File: config.mk
export PLATFORM = sky130hd
export DESIGN_NAME = ccb_compat_config_bank
export DESIGN_NICKNAME = d
export VERILOG_FILES = /design/src/rtl/ccb_pkg.sv /design/src/rtl/ccb_compat_config_bank.sv
export SDC_FILE = /design/constraint.sdc
export NUM_CORES = 1
export LEC_CHECK = 0
export ABC_AREA = 1
export BUFFER_PORTS_ARGS = -buffer_cell sky130_fd_sc_hd__buf_2
export CORE_UTILIZATION = 60
export DETAILED_ROUTE_END_ITERATION = 10
export GPL_TIMING_DRIVEN = 0
export PLACE_DENSITY_LB_ADDON = 0.25
export SLEW_MARGIN = 25
export SYNTH_ARGS = -nofsm -noshare
export SYNTH_HDL_FRONTEND = slang
export SYNTH_SLANG_ARGS = --single-unit
File: constraint.sdc
create_clock -name ref_clk_in -period 4.5 [get_ports ref_clk_in]
set_input_delay 0.225 -clock ref_clk_in [delete_from_list [all_inputs] [get_ports ref_clk_in]]
set_output_delay 0.225 -clock ref_clk_in [all_outputs]
set_load 0.03 [all_outputs]
File: src/rtl/ccb_pkg.sv
// Package for the compatible configuration register bank: map, fields, resets, types
package ccb_pkg;

  // Bus and index widths
  localparam int unsigned ADDR_W = 11;
  localparam int unsigned IDX_W  = 8;

  // Direct I/O offsets
  localparam logic [10:0] OFS_CONV_DISABLE  = 11'h404;
  localparam logic [10:0] OFS_BURST_ENABLE  = 11'h405;
  localparam logic [10:0] OFS_FUNC_ENABLE   = 11'h406;
  localparam logic [10:0] OFS_EXT_STATUS    = 11'h407;
  localparam logic [10:0] OFS_INDEX_POINTER = 11'h00E;
  localparam logic [10:0] OFS_INDEX_DATA    = 11'h00F;

  // Byte indices in the indexed array
  localparam logic [7:0] IDX_GEN_CONFIG   = 8'h00;
  localparam logic [7:0] IDX_IRQ_SELECT   = 8'h02;
  localparam logic [7:0] IDX_CONV_DISABLE = 8'h40;
  localparam logic [7:0] IDX_BURST_ENABLE = 8'h41;
  localparam logic [7:0] IDX_FUNC_ENABLE  = 8'h42;
  localparam logic [7:0] IDX_EXT_STATUS   = 8'h43;

  // Enable and disable command values
  localparam logic [7:0] CMD_ON  = 8'h40;
  localparam logic [7:0] CMD_OFF = 8'h00;

  // Field positions
  localparam int unsigned GC_AUTOINC_OFF_BIT = 7;
  localparam int unsigned JMP_M1_BIT         = 1;
  localparam int unsigned JMP_CLOCK_BIT      = 6;
  localparam int unsigned IS_B_MSB           = 7;
  localparam int unsigned IS_B_LSB           = 4;
  localparam int unsigned IS_A_MSB           = 3;
  localparam int unsigned IS_A_LSB           = 0;

  // Reset values
  localparam logic [7:0] RST_IRQ_SELECT = 8'h00;
  localparam logic [7:0] RST_INDEX      = 8'h00;

  // Interrupt source codes
  localparam logic [3:0] SRC_NONE      = 4'h0;
  localparam logic [3:0] SRC_THRESHOLD = 4'h2;
  localparam logic [3:0] SRC_FRAME_MAX = 4'h3;
  localparam logic [3:0] SRC_TRIG_ON   = 4'h4;
  localparam logic [3:0] SRC_TRIG_OFF  = 4'h5;

  // Event sources seen by the block
  typedef struct packed {
    logic       threshold;
    logic       frame_max;
    logic       trig_start;
    logic       trig_stop;
    logic [3:0] digital_in;
  } ccb_events_t;

  // Board jumpers: [4:0] mode, [5] transfer or fifth, [6] clock rate
  typedef struct packed {
    logic clock_rate_jumper;
    logic transfer_or_fifth_jumper;
    logic mode_jumper_four;
    logic mode_jumper_three;
    logic mode_jumper_two;
    logic mode_jumper_one;
    logic mode_jumper_zero;
  } ccb_jumpers_t;

  // Whole state of the bank
  typedef struct packed {
    logic        burst_mode_enabled;
    logic        compat_functions_on;
    logic        conversions_allowed;
    logic        index_autoinc_off;
    logic [7:0]  irq_select;
    logic [7:0]  index_ptr;
    logic [15:0] rd_data;
    logic        rd_valid;
    logic [3:0]  din_prev;
    logic        src_a_hit;
    logic        src_b_hit;
    logic        fifo_reset;
  } ccb_state_t;

endpackage

File: src/rtl/ccb_compat_config_bank.sv
// Compatible configuration and status register bank behind the I/O bus
`timescale 1ns/1ns

module ccb_compat_config_bank
(
  // Clock and reset
  input  wire logic                    ref_clk_in,
  input  wire logic                    srst_in,
  // I/O bus
  input  wire logic [ccb_pkg::ADDR_W-1:0] io_addr_in,
  input  wire logic                    io_rd_in,
  input  wire logic                    io_wr_in,
  input  wire logic                    io_word_in,
  input  wire logic [15:0]             io_wr_data_in,
  output logic      [15:0]             io_rd_data_out,
  output logic                         io_rd_valid_out,
  // Board context
  input  wire logic                    register_bank_select_in,
  input  wire logic                    ten_bit_decode_in,
  input  wire logic                    source_status_bank_enable_in,
  input  wire ccb_pkg::ccb_jumpers_t   jumpers_in,
  input  wire ccb_pkg::ccb_events_t    events_in,
  // Control outputs
  output logic                         burst_mode_enabled_out,
  output logic                         compat_functions_on_out,
  output logic                         conversions_allowed_out,
  output logic                         index_autoinc_off_out,
  output logic                         fifo_reset_out,
  output logic                         irq_source_a_flag_out,
  output logic                         irq_source_b_flag_out
);
  import ccb_pkg::*;

  ccb_state_t st_r;
  ccb_state_t st_nxt;

  // Event picked by a four-bit source code
  function automatic logic src_hit(input logic [3:0] code,
                                   input ccb_events_t ev,
                                   input logic [3:0] rise,
                                   input logic [3:0] fall);
    logic hit;
    hit = 1'b0;
    if (code[3])
    begin
      hit = code[0] ? fall[code[2:1]] : rise[code[2:1]];
    end
    else
    begin
      unique case (code)
        SRC_THRESHOLD: hit = ev.threshold;
        SRC_FRAME_MAX: hit = ev.frame_max;
        SRC_TRIG_ON:   hit = ev.trig_start;
        SRC_TRIG_OFF:  hit = ev.trig_stop;
        default:       hit = 1'b0;
      endcase
    end
    return hit;
  endfunction

  // Read value of one byte of the indexed array
  function automatic logic [7:0] rd_byte(input ccb_state_t s,
                                         input logic [7:0] idx,
                                         input ccb_jumpers_t j);
    logic [7:0] v;
    v = 8'h00;
    unique case (idx)
      IDX_GEN_CONFIG: v = {s.index_autoinc_off, j};
      IDX_IRQ_SELECT: v = s.irq_select;
      IDX_EXT_STATUS: v = {1'b0, s.burst_mode_enabled, s.compat_functions_on,
                           s.conversions_allowed, 2'b00,
                           1'b0,
                           ~j.clock_rate_jumper};
      default:        v = 8'h00;
    endcase
    return v;
  endfunction

  // Whether an index is reachable through the data port
  function automatic logic idx_mapped(input logic [7:0] idx, input logic ten_bit);
    logic m;
    m = 1'b0;
    unique case (idx)
      IDX_GEN_CONFIG,
      IDX_IRQ_SELECT:   m = 1'b1;
      IDX_CONV_DISABLE,
      IDX_BURST_ENABLE,
      IDX_FUNC_ENABLE,
      IDX_EXT_STATUS:   m = ten_bit;
      default:          m = 1'b0;
    endcase
    return m;
  endfunction

  logic       hit_direct;
  logic       hit_ptr;
  logic       hit_data;
  logic [7:0] base_idx;
  logic [3:0] din_rise;
  logic [3:0] din_fall;

  // Direct compatible offsets map onto the same indices, whatever the bank bit
  assign hit_direct = (io_addr_in[ADDR_W-1:2] == OFS_CONV_DISABLE[ADDR_W-1:2]);
  assign hit_ptr    = (io_addr_in == OFS_INDEX_POINTER);
  assign hit_data   = (io_addr_in == OFS_INDEX_DATA) && register_bank_select_in;
  assign base_idx   = hit_direct ? {IDX_CONV_DISABLE[7:2], io_addr_in[1:0]}
                                 : st_r.index_ptr;
  assign din_rise   = events_in.digital_in & ~st_r.din_prev;
  assign din_fall   = ~events_in.digital_in & st_r.din_prev;

  always_comb
  begin
    logic [7:0] idx;
    logic [7:0] wb;
    logic       lane_ok;
    logic [1:0] n_bytes;
    idx     = 8'h00;
    wb      = 8'h00;
    lane_ok = 1'b0;
    n_bytes = io_word_in ? 2'd2 : 2'd1;
    st_nxt  = st_r;
    st_nxt.rd_valid   = 1'b0;
    st_nxt.fifo_reset = 1'b0;
    st_nxt.din_prev   = events_in.digital_in;

    // Flags only count while the status bank shows the sources
    st_nxt.src_a_hit = source_status_bank_enable_in &&
                       src_hit(st_r.irq_select[IS_A_MSB:IS_A_LSB], events_in,
                               din_rise, din_fall);
    st_nxt.src_b_hit = source_status_bank_enable_in &&
                       src_hit(st_r.irq_select[IS_B_MSB:IS_B_LSB], events_in,
                               din_rise, din_fall);

    if (io_wr_in && hit_ptr)
    begin
      st_nxt.index_ptr = io_wr_data_in[7:0];
    end
    else if (io_rd_in && hit_ptr)
    begin
      st_nxt.rd_data  = {8'h00, st_r.index_ptr};
      st_nxt.rd_valid = 1'b1;
    end
    else if ((io_wr_in || io_rd_in) && (hit_direct || hit_data))
    begin
      // Direct offsets are byte wide; the data port may move a word
      for (int lane = 0; lane < 2; lane++)
      begin
        idx     = base_idx + 8'(lane);
        wb      = io_wr_data_in[lane*8 +: 8];
        lane_ok = (lane == 0) || (io_word_in && hit_data);
        if (hit_data)
        begin
          lane_ok = lane_ok && idx_mapped(idx, ten_bit_decode_in);
        end
        if (io_rd_in)
        begin
          st_nxt.rd_data[lane*8 +: 8] = lane_ok ? rd_byte(st_r, idx, jumpers_in) : 8'h00;
        end
        else if (lane_ok)
        begin
          unique case (idx)
            IDX_GEN_CONFIG:
              st_nxt.index_autoinc_off = wb[GC_AUTOINC_OFF_BIT];
            IDX_IRQ_SELECT:
              st_nxt.irq_select = wb;
            IDX_CONV_DISABLE:
              if (st_r.compat_functions_on)
              begin
                if (wb == CMD_OFF)
                begin
                  st_nxt.conversions_allowed = 1'b1;
                end
                else if (wb == CMD_ON)
                begin
                  st_nxt.conversions_allowed = 1'b0;
                  st_nxt.fifo_reset = ~jumpers_in.mode_jumper_one;
                end
              end
            IDX_BURST_ENABLE:
              if (st_r.compat_functions_on)
              begin
                if (wb == CMD_ON)
                begin
                  st_nxt.burst_mode_enabled = 1'b1;
                end
                else if (wb == CMD_OFF)
                begin
                  st_nxt.burst_mode_enabled = 1'b0;
                end
              end
            IDX_FUNC_ENABLE:
              if (wb == CMD_ON)
              begin
                st_nxt.compat_functions_on = 1'b1;
              end
              else if (wb == CMD_OFF)
              begin
                st_nxt.compat_functions_on = 1'b0;
              end
            default:
              st_nxt.irq_select = st_nxt.irq_select;
          endcase
        end
      end
      st_nxt.rd_valid = io_rd_in;
      // Pointer moves even on unmapped bytes, so block transfers stay aligned
      if (hit_data && !st_r.index_autoinc_off)
      begin
        st_nxt.index_ptr = st_r.index_ptr + {6'h00, n_bytes};
      end
    end
    else if (io_rd_in)
    begin
      // Unmapped reads answer zero rather than hang the bus
      st_nxt.rd_data  = 16'h0000;
      st_nxt.rd_valid = 1'b1;
    end
  end

  always_ff @(posedge ref_clk_in)
  begin
    if (srst_in)
    begin
      st_r                     <= '0;
      st_r.burst_mode_enabled  <= 1'b0;
      st_r.compat_functions_on <= 1'b0;
      st_r.conversions_allowed <= 1'b1;
      st_r.irq_select          <= RST_IRQ_SELECT;
      st_r.index_ptr           <= RST_INDEX;
    end
    else
    begin
      st_r <= st_nxt;
    end
  end

  assign io_rd_data_out          = st_r.rd_data;
  assign io_rd_valid_out         = st_r.rd_valid;
  assign burst_mode_enabled_out  = st_r.burst_mode_enabled;
  assign compat_functions_on_out = st_r.compat_functions_on;
  assign conversions_allowed_out = st_r.conversions_allowed;
  assign index_autoinc_off_out   = st_r.index_autoinc_off;
  assign fifo_reset_out          = st_r.fifo_reset;
  assign irq_source_a_flag_out   = st_r.src_a_hit;
  assign irq_source_b_flag_out   = st_r.src_b_hit;

endmodule

=== After elaboration in Yosys (flattened, before gate mapping) ===
Index checks and enable logic that the tools add are counted.

* Memories: 0
* Output and inout bits: 24
* Bits in latches: 0
* Input port bits: 50
* Memory bits (read-only): 0
* Logic and storage cells: 162
* Flip-flop bits (word level): 44
* Bits in writable memories: 0

* Reductions and logical operators: 28
* Divide/modulo/power cells: 0
* Shift-type cells: 0
* Multipliers: 0
* Order comparisons: 2
* Bitwise logic cells: 9
* $add $sub $neg: 2
* Equality and inequality tests: 24
* Muxes and demuxes: 85

{| class="wikitable"
|+ Operators with widths
! operator !! count
|-
| $mux W8 || 11
|-
| $eq A8 B7 Y1 const B || 10
|-
| $mux W1 || 56
|-
| $mux W17 || 3
|-
| $mux W12 || 4
|-
| $pmux W8 S3 || 2
|-
| $logic_not A8 Y1 || 4
|-
| $eq A11 B4 Y1 const B || 2
|-
| $eq A4 B2 Y1 const B || 4
|-
| $eq A4 B3 Y1 const B || 4
|-
| $eq A8 B2 Y1 const B || 2
|-
| $reduce_or A4 Y1 || 3
|-
| $eq A9 B9 Y1 const B || 1
|-
| $logic_and A1 B1 Y1 || 9
|-
| $add A8 B1 Y8 const B || 1
|-
| $add A8 B2 Y8 || 1
|-
| $and A4 B4 Y4 || 2
|-
| $bmux W1 S2 || 4
|-
| $not A4 Y4 || 2
|-
| $pmux W1 S4 || 2
|-
| $lt A2 B3 Y1 const B || 2
|-
| $reduce_and A3 Y1 || 2
|-
| $reduce_bool A2 Y1 || 3
|-
| $reduce_or A2 Y1 || 3
|-
| 7 further kinds || 13
|}

=== Longest topological paths before layout ===
* Depth after elaboration: 19
* Gate-level depth with buffers: 20
* Mapped depth without buffers: 20

=== Worst setup path after synthesis ===
Ideal clock, no wire load.

* Kind: register -> register
* From: register st_r[26] (netlist bit)
* To: register st_r (netlist bit burst_mode_enabled_out)
* Cell stages (with the launch flop): 14
* Period minus slack after synthesis: 2,108 ps
* Arrival: 1,975 ps
* Path slack: 2,392 ps
* Buffers on the path: 2
* Library setup time: 132 ps
* Data required time: 4,368 ps
* Path through: dfxtp_1 -> clkbuf_1 -> nand3_2 -> nor2_4 -> nand4_1 -> nor2_1 -> inv_2 -> nand3_1 -> nand2_2 -> nor2_8 -> buf_4 -> nand4_1 -> nand3_1 -> a21oi_1

* Word-level cells in the longest chain between the ends: 16
* Elaborated cells between the ends (all ways): 42
* Those cells by class: add/sub (1); eq/ne (10); mux (24); reduce/logical (7)

{| class="wikitable"
|+ RTL lines
! element !! RTL line !! source
|-
| start, declared || ccb_compat_config_bank.sv:34 || <nowiki>ccb_state_t st_r;</nowiki>
|-
| start signal, assigned || ccb_compat_config_bank.sv:233 || <nowiki>st_r <= st_nxt;</nowiki>
|-
| $mux W8 (*) || ccb_compat_config_bank.sv:106 || <nowiki>assign base_idx = hit_direct ? {IDX_CONV_DISABLE[7:2], io_addr_in[1:0]}</nowiki>
|-
| $add A8 B1 Y8, or another cell as far along || ccb_compat_config_bank.sv:148 || <nowiki>idx = base_idx + 8'(lane);</nowiki>
|-
| $eq A8 B7 Y1, or another cell as far along || ccb_compat_config_bank.sv:83 || <nowiki>unique case (idx)</nowiki>
|-
| $reduce_or A4 Y1, or another cell as far along || ccb_compat_config_bank.sv:83 ||
|-
| $pmux W1 S2 / $mux W1 (equally long branches) || ccb_compat_config_bank.sv:83, ccb_compat_config_bank.sv:151 ||
|-
| $mux W1, on equally long branches || ccb_compat_config_bank.sv:151, ccb_compat_config_bank.sv:143 ||
|-
| $mux W1, on equally long branches || ccb_compat_config_bank.sv:143, ccb_compat_config_bank.sv:138 ||
|-
| $mux W1, on equally long branches || ccb_compat_config_bank.sv:138, ccb_compat_config_bank.sv:134 ||
|-
| $mux W1 / $mux W12 (equally long branches) || ccb_compat_config_bank.sv:134, ccb_compat_config_bank.sv:159 ||
|-
| $logic_and A1 B1 Y1 / $mux W12 (equally long branches) || ccb_compat_config_bank.sv:153, ccb_compat_config_bank.sv:155 ||
|-
| $mux W1, on equally long branches || ccb_compat_config_bank.sv:151, ccb_compat_config_bank.sv:186 ||
|-
| $mux W1, on equally long branches || ccb_compat_config_bank.sv:143, ccb_compat_config_bank.sv:182 ||
|-
| $mux W1, on equally long branches || ccb_compat_config_bank.sv:138, ccb_compat_config_bank.sv:180 ||
|-
| $mux W1, on equally long branches || ccb_compat_config_bank.sv:134, ccb_compat_config_bank.sv:161 ||
|-
| $mux W12 || ccb_compat_config_bank.sv:159 || <nowiki>else if (lane_ok)</nowiki>
|-
| $mux W12 (*) || ccb_compat_config_bank.sv:155 || <nowiki>if (io_rd_in)</nowiki>
|}

Mark *: on every way between the ends. The rest lies on a longest branch, timed or not. The select of a mux whose other input is x is not followed.
A chain may end at the register's enable or synchronous reset.

=== Worst setup path after layout ===
Same ends and word-level chain as after synthesis.

==> summary.md <==
| Metric | Value |
|---|---|
| Sum of buffers and inverters on the critical path | 3 |
| Final instance area | 0.00407 mm² |
| Critical path class | reg -> reg |
| Num CTS Buffers | 5 |
| NumNets Final | 682 |
| Peak Freq | 358 MHz |
| Layout cells sized above 1 | 23.4% |
| Post-CTS Hold Buffers | 0 |
| Initial antenna violation count | 0 |
| Final slew viol count | 0 |
| DP Worst Slack | 1850 ps |
| Final Setup Violations | 0 |
| Antenna Nets Post-Route | 0 |
| GRT Total Usage | 34.9% |
| Hpwl dp | 8.08 mm |
| Post-synthesis cell count | 551 |
| IO buf count | 71 |
| CP cell instances | clkbuf_1, nand3_2, nor2_4, nand4_1, nor2_1, inv_2, nand3_1, nand2_2, nor2_8, buf_4, nand4_1, nand3_1, a21oi_1 |
| Worst r2r src | st_r[26]$_SDFFE_PP0P_ |
| Post-route worst setup slack | 1710 ps |
| CTS tree | built |
| Hold WC Path Type | in -> reg |
| CP Data Arrival Time | 2960 ps |
| Syn Nets | 604 |
| Fin. Hold Viols | 0 |
| First DRT Iteration DRCs | 316 |
| GP Congestion | 1.05 |
| Antenna Cells | 0 |
| Outcome | complete, no violations |
| Max stage delay on crit path | 380 ps |
| Minimum hold slack | 146 ps |
| Starting Density | 62.7% |
| Clk sinks | 44 |
| IO Pins | 74 |
| Crit-path max FO | 10 |
| R2r endpoint | burst_mode_enabled_out$_SDFFE_PP0P_ |
| Cell variety after synth | 47 |
| Final worst clock skew | 6.67 ps |
| Slowest CP cell | clkbuf_1 |
| CTS Buffer Depth | 2 |
| Number of H-tree levels | 2 |
| Max-Cap Viols | 0 |
| Die H | 78.3 µm |
| Number of iterations in the first detailed-routing pass | 7 |
| DR WL/cell | 14.9 µm |
| CP Launch Point | st_r[26]$_SDFFE_PP0P_ |
| Clock Latency Late Sink | 300 ps |
| Crit. path cell count | 13 |
| Routed wire length | 10.5 mm |
| Root buf cell | clkbuf_8 |
| Global-route wire length before repair | 16.9 mm |
| Relative slew margins | 59.4% |
| Post CTS Setup Buffer Count | 0 |
| Leak | 1.85 nW |
| Via Count | 4,136 |
| Worst-case vdd ir drop | 0.144 mV |
| Post-route minimum period | 2790 ps |
| Worst Tran Pin Value | 603 ps |
| Row Count | 27 |
| Most frequent cells in the layout | nand2_1, inv_1, buf_2 |
| Seq/Total Area, Yosys | 25.2% |
| Die footprint | 0.00613 mm² |
| Delay-heaviest family, CP | simple AND/OR/NAND/NOR gates |
| DIE WIDTH | 78.3 µm |
| Setup TNS | 0 ps |
| PD cells | 207 mW/mm² |
| Commonest non-fill, non-tap cell in the layout | nand2_1 |
| #FFs+latches synth | 44 |
| Grt total ovfl | 0 |
| Critical Path Source Type | flop |
| Reg-to-reg slack, setup | 1710 ps |
| Pwr Total | 841 µW |
| Avg Inst Size Synth | 6.34 µm² |
| Post_cts resized | 0 |
| Period utilization | 62.1% |
| Vias in the first global route | 3,733 |
| Area after DPL | 0.00394 mm² |
| P&R area growth vs syn | 16.4% |
| Largest net degree at the start of global routing | 14 |
| Warnings from Yosys | 0 |
| Clk slew on worst S/H paths | 90 ps |
| CP endpoint kind | flop |
| Core area | 0.00557 mm² |
| Req. time, crit path | 4670 ps |
| Worst setup path endpoint | burst_mode_enabled_out$_SDFFE_PP0P_ |
| RSZ-0062 raised after global routing | false |
| Via density | 5.90 |
| FF-to-FF path depth | 13 |
| DRC Markers | 0 |
| Synthesized cell area | 0.00349 mm² |
## layer usage
layer	GRT usage (%)	wire length [µm]	up-vias	part of all wire (%)
met5	0	0	-	0
met4	16.3	448	0	4.3
met3	5.35	1210	53	12
met2	56.8	4670	276	45
met1	45.3	4150	1837	40
li1	-	-	1970	-
## through the flow
| stage | util, % | std cells |
|---|---|---|
| 2_1_floorplan | - | 551 |
| 3_3_place_gp | 70.7 | 694 |
| 3_5_place_dp | 70.7 | 694 |
| 4_1_cts | 73.0 | 701 |
| 5_1_grt | 73.0 | 701 |
| 6_report | 73.0 | 701 |
## registers in the layout, indices dropped and copies added, names as in the netlist
| signal | count |
|---|---|
| fifo_reset_out | 1 |
| irq_source_a_flag_out | 1 |
| conversions_allowed_out | 1 |
| burst_mode_enabled_out | 1 |
| io_rd_data_out | 16 |
| compat_functions_on_out | 1 |
| index_autoinc_off_out | 1 |
| st_r | 20 |
| irq_source_b_flag_out | 1 |
| io_rd_valid_out | 1 |
## power by group
| group | switching (mW) | total [mW] | internal [mW] | leakage (nW) |
|---|---|---|---|---|
| combinational | 0.0567 | 0.0882 | 0.0315 | 1.43 |
| sequential | 0.00178 | 0.395 | 0.393 | 0.356 |
| clock | 0.140 | 0.359 | 0.219 | 0.0642 |
## worst register-to-register path: stages, from the launching register on
cell,delay (ps)
dfxtp_1,310
clkbuf_1,380
nand3_2,150
nor2_4,210
nand4_1,140
nor2_1,380
inv_2,160
nand3_1,140
nand2_2,90
nor2_8,200
buf_4,210
nand4_1,90
nand3_1,110
a21oi_1,80
## logic make-up after synthesis
| kind of cell | count (synthesis) | share of synthesized area (%) |
|---|---|---|
| buffers and inverters | 122 | 15.1 |
| adder cells (fa/ha/maj) | 3 | 1.29 |
| AO/OA/AOI/OAI | 109 | 18.8 |
| multiplexers | 1 | 0.322 |
| XOR/XNOR | 6 | 1.50 |
| flip-flops | 44 | 25.2 |
| AND/OR/NAND/NOR | 266 | 37.8 |
## Yosys cell counts (all sizes together)
library cell | instances | area, µm²
o21ai | 25 | 136
nand4 | 15 | 100
nand2 | 123 | 472
o211ai | 5 | 37.5
ha | 2 | 25.0
clkinv | 1 | 3.75
xor2 | 5 | 43.8
clkbuf | 11 | 41.3
nand3b | 6 | 45.0
o221ai | 7 | 61.3
inv | 88 | 330
mux2 | 1 | 11.3
o31ai | 1 | 7.51
dfxtp | 44 | 881
a31oi | 3 | 18.8
nor2 | 58 | 299
xnor2 | 1 | 8.76
fa | 1 | 20.0
o311ai | 3 | 26.3
o2111ai | 2 | 17.5
nor3 | 9 | 71.3
or2 | 4 | 25.0
a22oi | 4 | 30.0
nand3 | 45 | 263
a211oi | 3 | 27.5
o22ai | 9 | 56.3
a221oi | 1 | 8.76
nor4 | 6 | 43.8
buf | 22 | 151
a21oi | 46 | 230
## worst min-delay path by stage
| stage | from | endpoint | slack [ps] | depth (start not counted) |
|---|---|---|---|---|
| 2_1_floorplan | events_in[3] | st_r[6]$_SDFF_PP0_ | 330 | 2 |
| 3_3_place_gp | events_in[1] | st_r[4]$_SDFF_PP0_ | 450 | 3 |
| 3_5_place_dp | events_in[2] | st_r[5]$_SDFF_PP0_ | 460 | 3 |
| 4_1_cts | events_in[2] | st_r[5]$_SDFF_PP0_ | 150 | 3 |
| 5_1_grt | events_in[1] | st_r[4]$_SDFF_PP0_ | 160 | 3 |
| 6_report | events_in[0] | st_r[3]$_SDFF_PP0_ | 150 | 3 |
## layout make-up
type                       count  area [µm²]
clock buffer                   5        68.8
fill                         450        1510
clock inverter                 2        60.1
inverter                      89         334
sequential                    44         881
multi-input combinational    385        2090
timing repair buffer          71         355
tap                           72        90.1
buffer                        33         193
No activity file was read; power rests on OpenSTA's default activity.
